==> config.mk <==
export PLATFORM = sky130hd
export DESIGN_NAME = wdtlp_top
export DESIGN_NICKNAME = d
export VERILOG_FILES = /design/src/include/wdtlp_pkg.sv /design/src/logic/wdtlp_top.sv /design/src/logic/wdtlp_pin_sync.sv /design/src/logic/wdtlp_counter.sv
export SDC_FILE = /design/constraint.sdc
export NUM_CORES = 1
export LEC_CHECK = 0
export BUFFER_PORTS_ARGS = -buffer_cell sky130_fd_sc_hd__buf_2
export CORE_MARGIN = 1.5
export CORE_UTILIZATION = 45
export CTS_CLUSTER_SIZE = 8
export DETAILED_ROUTE_END_ITERATION = 6
export HOLD_SLACK_MARGIN = 0.08
export PLACE_DENSITY = 0.74
export SLEW_MARGIN = 0
export SYNTH_ARGS = -nofsm -noshare
export SYNTH_HDL_FRONTEND = slang
export SYNTH_SLANG_ARGS = --single-unit
==> constraint.sdc <==
create_clock -name pclk -period 1.5 [get_ports pclk]
set_clock_uncertainty 0.05 [all_clocks]
set_input_delay 0.15 -clock pclk [delete_from_list [all_inputs] [get_ports pclk]]
set_output_delay 0.15 -clock pclk [all_outputs]
set_load 0.02 [all_outputs]
==> src/include/wdtlp_pkg.sv <==
`default_nettype none
package wdtlp_pkg;
  // ****************************************
  // Register map (APB byte addresses)
  // ****************************************
  localparam logic [7:0] SERVICE_KEY_IDX  = 8'ha6;  // Service key register index
  localparam logic [7:0] TIMEOUT_SEL_IDX  = 8'ha7;  // Timeout select register index
  localparam logic [7:0] POWER_CTRL_IDX   = 8'ha8;  // Power control / status index
  localparam logic [11:0] SERVICE_KEY_ADDR = {2'h0, SERVICE_KEY_IDX, 2'h0};
  localparam logic [11:0] TIMEOUT_SEL_ADDR = {2'h0, TIMEOUT_SEL_IDX, 2'h0};
  localparam logic [11:0] POWER_CTRL_ADDR  = {2'h0, POWER_CTRL_IDX, 2'h0};
  // ****************************************
  // Fields and values
  // ****************************************
  localparam int         CODE_W         = 3;
  localparam logic [2:0] CODE_RESET     = 3'h0;
  localparam logic [4:0] RSVD_READ      = 5'h00;  // Undetermined bits read as this
  localparam logic [7:0] KEY_FIRST      = 8'h1e;
  localparam logic [7:0] KEY_SECOND     = 8'he1;
  localparam int         PD_BIT         = 1;
  localparam int         IDLE_BIT       = 0;
  localparam int         ENABLED_BIT    = 2;
  localparam int         HELD_BIT       = 3;
  // ****************************************
  // Timing
  // ****************************************
  localparam int          BASE_W        = 14;
  localparam logic [13:0] BASE_LAST     = 14'h3fff;
  localparam int          PRESC_W       = 7;
  localparam int          RST_PULSE_CLK = 96;
  localparam logic [6:0]  RST_PULSE_LAST = 7'(RST_PULSE_CLK - 1);
  // ****************************************
  // Types
  // ****************************************
  typedef struct packed {
    logic        psel;
    logic        penable;
    logic        pwrite;
    logic [11:0] paddr;
    logic [31:0] pwdata;
  } wdtlp_apb_req_t;
  typedef struct packed {
    logic        power_down;
    logic        idle;
    logic        wake_hold;
  } wdtlp_pwr_t;
  typedef enum logic [1:0] {KEY_IDLE, KEY_ARMED} wdtlp_key_t;
endpackage
`default_nettype wire

==> src/logic/wdtlp_top.sv <==
`timescale 1ns/1ns
`default_nettype none
// Behaviour
// - Three-bit timeout select in low bits of the timeout register, eight periods.
// - Upper five bits read undetermined; software never writes ones there.
// - Select resets to 000; upper bits undefined.
// - Counter frozen during power-down; no service needed.
// - Wake interrupt not serviced until the line returns high.
// - After wake, counter stays stopped while the line is low.
// - In idle the counter keeps counting.
// - Disabled after reset; 1E then E1 enables and services; no disable.
// - Enabled counter advances each cycle, overflows at 3FFF, not accessible.
// - Overflow resets the device with a 96-cycle active-low reset pulse.
// - Seven-stage prescaler extends timeout, depth set by select field.
module wdtlp_top
  import wdtlp_pkg::*;
(
  input  wire logic        pclk,
  input  wire logic        presetn,
  input  wire logic        psel,
  input  wire logic        penable,
  input  wire logic        pwrite,
  input  wire logic [11:0] paddr,
  input  wire logic [31:0] pwdata,
  output logic             pready,
  output logic             pslverr,
  output logic [31:0]      prdata,
  input  wire logic        ext_int_n,
  input  wire logic        ext_int_enabled,
  output logic             int_service_req,
  output logic             core_clk_en,
  output var  logic        reset_pin_n
);
  // ****************************************
  // Bus decode
  // ****************************************
  wdtlp_apb_req_t req;
  logic           wr_en;
  logic           rd_en;
  logic           hit_key;
  logic           hit_sel;
  logic           hit_pwr;
  logic           mapped;

  // Request bundle and strobes
  always_comb
  begin
    req     = '{psel: psel, penable: penable, pwrite: pwrite, paddr: paddr, pwdata: pwdata};
    hit_key = (req.paddr == SERVICE_KEY_ADDR);
    hit_sel = (req.paddr == TIMEOUT_SEL_ADDR);
    hit_pwr = (req.paddr == POWER_CTRL_ADDR);
    mapped  = hit_key | hit_sel | hit_pwr;
    wr_en   = req.psel & req.penable & req.pwrite;
    rd_en   = req.psel & req.penable & !req.pwrite;
  end

  // Zero-wait slave; unmapped or key read gives error
  assign pready  = 1'b1;
  assign pslverr = req.psel & req.penable & (!mapped | (hit_key & !req.pwrite));

  // ****************************************
  // Registers and state
  // ****************************************
  logic [2:0]  code_q;
  wdtlp_pwr_t  pwr_q;
  logic        enabled_q;
  wdtlp_key_t  key_q;
  logic        service;
  logic        int_level;
  logic        overflow;
  logic        run;
  logic [6:0]  pulse_cnt_q;
  logic        pulse_on_q;
  logic        wd_rst_n;

  // Timeout select, low three bits only
  always_ff @(posedge pclk or negedge wd_rst_n)
    if (!wd_rst_n)
      code_q <= CODE_RESET;
    else if (wr_en && hit_sel)
      code_q <= req.pwdata[CODE_W-1:0];

  // Service key sequence; second key must follow first
  always_ff @(posedge pclk or negedge wd_rst_n)
    if (!wd_rst_n)
      key_q <= KEY_IDLE;
    else if (wr_en && hit_key)
    begin
      case (key_q)
        KEY_IDLE:  key_q <= (req.pwdata[7:0] == KEY_FIRST) ? KEY_ARMED : KEY_IDLE;
        KEY_ARMED: key_q <= (req.pwdata[7:0] == KEY_FIRST) ? KEY_ARMED : KEY_IDLE;
        default:   key_q <= KEY_IDLE;
      endcase
    end

  assign service = wr_en && hit_key && (key_q == KEY_ARMED) &&
                   (req.pwdata[7:0] == KEY_SECOND);

  // One-time enable, cleared only by reset
  always_ff @(posedge pclk or negedge wd_rst_n)
    if (!wd_rst_n)
      enabled_q <= 1'b0;
    else if (service)
      enabled_q <= 1'b1;

  // External interrupt line, synchronised
  wdtlp_pin_sync u_int_sync
  (
    .pclk    (pclk),
    .presetn (presetn),
    .pin_in  (ext_int_n),
    .level_q (int_level)
  );

  // Power modes: software sets, hardware exit
  always_ff @(posedge pclk or negedge wd_rst_n)
    if (!wd_rst_n)
      pwr_q <= '0;
    else if (pwr_q.power_down)
    begin
      if (!int_level && ext_int_enabled)
      begin
        pwr_q.power_down <= 1'b0;
        pwr_q.idle       <= 1'b0;
        pwr_q.wake_hold  <= 1'b1;
      end
    end
    else if (pwr_q.wake_hold)
    begin
      if (int_level)
        pwr_q.wake_hold <= 1'b0;
    end
    else if (pwr_q.idle && !int_level)
      pwr_q.idle <= 1'b0;
    else if (wr_en && hit_pwr)
    begin
      pwr_q.power_down <= req.pwdata[PD_BIT];
      pwr_q.idle       <= req.pwdata[IDLE_BIT];
    end

  // Count unless frozen by power-down or wake hold; idle counts
  assign run = enabled_q & !pwr_q.power_down & !pwr_q.wake_hold;
  assign core_clk_en     = !pwr_q.power_down & !pwr_q.idle & !pwr_q.wake_hold;
  assign int_service_req = !int_level & !pwr_q.power_down & !pwr_q.wake_hold;

  wdtlp_counter u_counter
  (
    .pclk       (pclk),
    .presetn    (wd_rst_n),
    .run        (run),
    .restart    (service),
    .code       (code_q),
    .overflow_q (overflow)
  );

  // ****************************************
  // Overflow reset pulse
  // ****************************************
  always_ff @(posedge pclk or negedge presetn)
    if (!presetn)
    begin
      pulse_on_q  <= 1'b0;
      pulse_cnt_q <= '0;
    end
    else if (overflow)
    begin
      pulse_on_q  <= 1'b1;
      pulse_cnt_q <= '0;
    end
    else if (pulse_on_q)
    begin
      if (pulse_cnt_q == RST_PULSE_LAST)
        pulse_on_q <= 1'b0;
      pulse_cnt_q <= pulse_cnt_q + 7'h01;
    end

  // Pin and internal reset
  always_ff @(posedge pclk or negedge presetn)
    if (!presetn)
      reset_pin_n <= 1'b1;
    else
      reset_pin_n <= !(overflow | (pulse_on_q & (pulse_cnt_q != RST_PULSE_LAST)));

  assign wd_rst_n = presetn & reset_pin_n;

  // Read data
  always_comb
  begin
    prdata = 32'h0000_0000;
    if (rd_en && hit_sel)
      prdata[7:0] = {RSVD_READ, code_q};
    else if (rd_en && hit_pwr)
    begin
      prdata[IDLE_BIT]    = pwr_q.idle;
      prdata[PD_BIT]      = pwr_q.power_down;
      prdata[ENABLED_BIT] = enabled_q;
      prdata[HELD_BIT]    = pwr_q.wake_hold;
    end
  end

  // ****************************************
  // Assertions
  // ****************************************
  a_frozen_pd: assert property (@(posedge pclk) disable iff (!presetn)
    pwr_q.power_down |-> !run) else $error("counter runs in power-down");
  a_hold_low: assert property (@(posedge pclk) disable iff (!presetn)
    pwr_q.wake_hold && !int_level |=> !run) else $error("counter runs while line low");
  a_idle_runs: assert property (@(posedge pclk) disable iff (!wd_rst_n)
    enabled_q && pwr_q.idle && !pwr_q.power_down && !pwr_q.wake_hold |-> run)
    else $error("counter stopped in idle");
  a_no_isr_held: assert property (@(posedge pclk) disable iff (!presetn)
    pwr_q.wake_hold |-> !int_service_req) else $error("wake interrupt serviced early");
  a_enable_sticky: assert property (@(posedge pclk) disable iff (!wd_rst_n)
    enabled_q |=> enabled_q) else $error("watchdog disabled without reset");
  a_key_enable: assert property (@(posedge pclk) disable iff (!wd_rst_n)
    service |=> enabled_q) else $error("key sequence did not enable");
  a_pulse_len: assert property (@(posedge pclk) disable iff (!presetn)
    overflow |=> !reset_pin_n [*8]) else $error("reset pulse too short");
  a_pulse_ends: assert property (@(posedge pclk) disable iff (!presetn)
    $fell(reset_pin_n) |-> ##[95:97] reset_pin_n) else $error("reset pulse length wrong");
  a_sel_read: assert property (@(posedge pclk) disable iff (!wd_rst_n)
    rd_en && hit_sel |-> prdata[2:0] == code_q) else $error("select readback wrong");
  a_sel_reset: assert property (@(posedge pclk)
    $rose(presetn) |-> code_q == CODE_RESET) else $error("select not reset");

  c_service: cover property (@(posedge pclk) disable iff (!presetn) service);
  c_overflow: cover property (@(posedge pclk) disable iff (!presetn) overflow);
  c_wake: cover property (@(posedge pclk) disable iff (!presetn) $fell(pwr_q.wake_hold));
  c_idle_count: cover property (@(posedge pclk) disable iff (!presetn) run && pwr_q.idle);
endmodule
`default_nettype wire

==> src/logic/wdtlp_pin_sync.sv <==
`timescale 1ns/1ns
`default_nettype none
module wdtlp_pin_sync
  import wdtlp_pkg::*;
(
  input  wire logic pclk,
  input  wire logic presetn,
  input  wire logic pin_in,
  output var  logic level_q
);
  logic s1_q;
  logic s2_q;
  logic s3_q;
  // ****************************************
  // Three stages, change taken when last two agree
  // ****************************************
  always_ff @(posedge pclk or negedge presetn)
    if (!presetn)
    begin
      s1_q <= 1'b1;
      s2_q <= 1'b1;
      s3_q <= 1'b1;
    end
    else
    begin
      s1_q <= pin_in;
      s2_q <= s1_q;
      s3_q <= s2_q;
    end
  // Filtered level
  always_ff @(posedge pclk or negedge presetn)
    if (!presetn)
      level_q <= 1'b1;
    else if (s2_q == s3_q)
      level_q <= s3_q;
endmodule
`default_nettype wire

==> src/logic/wdtlp_counter.sv <==
`timescale 1ns/1ns
`default_nettype none
module wdtlp_counter
  import wdtlp_pkg::*;
#(
  parameter int BW = BASE_W,
  parameter int PW = PRESC_W
)
(
  input  wire logic          pclk,
  input  wire logic          presetn,
  input  wire logic          run,
  input  wire logic          restart,
  input  wire logic [2:0]    code,
  output var  logic          overflow_q
);
  logic [BW-1:0] base_q;
  logic [PW-1:0] presc_q;
  logic [PW-1:0] presc_mask;
  // Prescaler depth from code: 2^code base periods
  always_comb
    presc_mask = PW'((1 << code) - 1);
  // ****************************************
  // Base count and prescaler, cleared on restart
  // ****************************************
  always_ff @(posedge pclk or negedge presetn)
    if (!presetn)
    begin
      base_q     <= '0;
      presc_q    <= '0;
      overflow_q <= 1'b0;
    end
    else if (restart)
    begin
      base_q     <= '0;
      presc_q    <= '0;
      overflow_q <= 1'b0;
    end
    else
    begin
      overflow_q <= 1'b0;
      if (run)
      begin
        base_q <= base_q + 1'b1;
        if (base_q == BW'(BASE_LAST))
        begin
          if ((presc_q & presc_mask) == presc_mask)
          begin
            presc_q    <= '0;
            overflow_q <= 1'b1;
          end
          else
            presc_q <= presc_q + 1'b1;
        end
      end
    end
endmodule
`default_nettype wire

==> results.py <==
metrics = {
    "run_status": {
        "status": "finished, violations left",
        "violations": "negative setup slack",
    },
    "yosys": {
        "synth_cell_types": 48,
        "synthArstFlopShare_pct": 100,
        "avgSynthCellArea_um2": 9.46,
        "syn-cell-area_um2": 2520,
        "ys_seq_area_share_pct": 42.9,
        "synth_edf_count": 0,
        "ys_seq_elements": 43,
        "ys.flop_type": "dfrtp_1",
        "yosysWarnings": 0,
        "synth_cells": 267,
    },
    "drt": {
        "initialDrtViolationCount": 109,
        "drt-wirelength-per-cell_um": 14.8,
        "dr.pass1.iters": 4,
        "routed_via_density": 5.20,
        "drc": 0,
        "drt_wl_total_um": 6180,
        "vias": 2178,
        "ant_nets": 0,
    },
    "finish": {
        "design_area_um2": 3390,
        "drive_above_1_share_pct": 40.6,
        "antenna_cells": 0,
        "layout.cells.non_filler": 419,
        "multi_input_area_um2": 1490,
        "seqCellArea_um2": 1080,
        "mostFrequentLayoutCells": "37 x dfrtp_1, 36 x buf_4, 29 x conb_1",
        "fin_nets": 400,
        "fill_cells": 448,
        "layout_commonest_cell": "dfrtp_1",
        "syn2layout_area_growth_pct": 34.3,
    },
    "sta": {
        "max_freq_mhz": 550,
        "fin_crit_ns": 1.82,
        "fin_crit_sh_pct": 121,
        "slew_violations": 0,
        "finalHoldViolations": 0,
        "setup_slack_ns": -0.319,
        "setup_viol": 30,
        "rsz0062_at_grt": "yes",
    },
    "critical_path": {
        "required_ns": 1.30,
        "crit_path_start_kind": "primary input",
        "end_kind": "output pin",
        "path_class": "in -> out",
        "path_max_fanout": 4,
        "cp.arrival_ns": 1.62,
    },
    "cts": {
        "cts_buffers": 5,
        "clk_latency_ns": 0.31,
        "cts.clk_slew.worst_paths_ns": 0.09,
        "h-tree-depth": 2,
        "clk_path_buf_depth": 2,
        "cts_root_buffer": "clkbuf_8",
        "cts_sinks": 43,
        "cts_tree": "built",
    },
    "place": {
        "post_dp_cell_area_um2": 2920,
        "port_buffers": 34,
        "gp_congestion": 0.803,
        "post-dp-hpwl_um": 3780,
        "dp_cells": 396,
    },
    "die": {
        "rows": 27,
        "die_y_um": 77.9,
        "start_util_pct": 46.1,
        "io_pins": 88,
        "dieArea_um2": 6070,
        "design.core.area_um2": 5470,
        "fp.dieW_um": 77.9,
    },
    "min_path": {
        "hold_class": "in -> reg",
    },
    "global_route": {
        "overflow": 0,
        "grt_max_degree": 31,
        "grt_pass1_vias": 2131,
        "grt_antenna_before_repair": 0,
        "grt_usage_pct": 19.2,
        "grt_pass1_wl_um": 9290,
    },
    "flow_run": {
        "max-cap-violations": 0,
    },
    "pwr": {
        "power.density_nw_per_um2": 621,
        "power.leakage_nw": 1.60,
        "ir_drop_mv": 0.678,
    },
}
-- worst paths after layout --
path,from,end,slack [ns],cells after the start
hold reg to reg,u_int_sync.s1_q,u_int_sync.s2_q,0.31,0
hold / removal,pwdata[1],pwr_q[2],0.11,3
setup reg to reg,pwr_q[0],u_counter.presc_q[3],-0.17,6
max in group asynchronous,reset_pin_n,u_counter.base_q[2],0.58,2
setup / recovery,paddr[0],prdata[2],-0.32,6
min in group asynchronous,presetn,pulse_cnt_q[2],0.27,3
-- kinds of logic after synthesis --
group | count (synthesis) | share of synthesized area (%)
and+or+nand+nor | 122 | 28.1
DFF | 43 | 42.9
buffers and inverters | 43 | 10.9
AOI/OAI and AO/OA | 30 | 7.09
xor gates and xnor gates | 17 | 5.90
muxes | 6 | 2.97
adders and majority gates | 4 | 1.88
other | 2 | 0.297
-- synth_stat cells (3+ instances only) --
cell,count,area (um^2)
and3_1,7,43.8
nor4_1,5,31.3
mux2i_1,3,30.0
xor2_1,7,61.3
nor2b_1,3,18.8
ha_1,3,37.5
o21ai_0,6,30.0
buf_2,4,20.0
nand2b_1,4,25.0
buf_4,29,218
a21oi_1,12,60.1
nor2_1,34,128
and2_1,5,31.3
nand2_1,16,60.1
nand3_1,10,50.1
nand4_1,7,43.8
mux2_4,3,45.0
dfstp_2,5,131
a22oi_1,3,22.5
nor3_1,8,40.0
xnor2_1,10,87.6
inv_1,8,30.0
o211ai_1,3,22.5
dfrtp_1,38,951
-- through the flow --
step           TNS [ns]  utilization, %  power [mW]  setup slack (ns)  hold slack, ns
4_1_cts           -2.27            59.1        2.10            -0.244          0.0897
3_3_place_gp      -7.23            53.3        1.35            -0.346          0.0445
5_1_grt           -5.32            62.0        2.17            -0.352           0.119
3_5_place_dp      -7.73            53.3        1.36            -0.374          0.0615
6_report          -3.80            62.0        2.10            -0.319           0.109
2_1_floorplan     -1.71               -        1.35            -0.217          -0.196
-- what timing repair did --
| item | CTS | global route |
|---|---|---|
| endpoints found under the setup margin | 27 | 36 |
| hold buffers | 4 | 0 |
| gates resized for setup | 32 | 29 |
| hold endpoints to repair | 46 | 0 |
| buffers inserted | 8 | 5 |
| pin swaps | 28 | 19 |
-- layer usage --
layer | GRT usage [%] | vias up | wire [um] | share of wire [%]
li1 | - | 1022 | - | -
met1 | 23.5 | 1074 | 2500 | 40
met2 | 33.2 | 63 | 3300 | 53
met3 | 3.88 | 19 | 243 | 3.9
met4 | 7.32 | 0 | 148 | 2.4
met5 | 0 | - | 0 | 0
-- registers in the layout, indices dropped and copies added (netlist names) --
name / flops
pulse_on_q: 1
reset_pin_n: 1
pwr_q: 3
code_q: 3
u_int_sync.s1_q: 1
u_counter.base_q: 14
u_int_sync.level_q: 1
key_q: 1
pulse_cnt_q: 7
u_counter.presc_q: 7
enabled_q: 1
u_counter.overflow_q: 1
u_int_sync.s3_q: 1
u_int_sync.s2_q: 1
-- where the power goes --
group	switching, mW	internal (mW)
Combinational	0.121	0.0606
Sequential	0.00724	1.17
Clock	0.420	0.324
-- worst max-delay path, cell delays in order --
cell and delay, ns:
buf_6 0.09, or4_4 0.55, nor4_4 0.38, a22oi_1 0.18
nor2_2 0.14, buf_6 0.14
-- cell type report --
class / instances / share of cell area, %
Multi-Input combinational cell: 208 / 43.9
Sequential cell: 43 / 32.0
Timing Repair Buffer: 80 / 18.0
Tap cell: 72 / 2.66
Clock buffer: 5 / 2.03
Inverter: 8 / 0.886
Clock inverter: 3 / 0.590
Note: power is estimated with default switching activity, not from simulation.
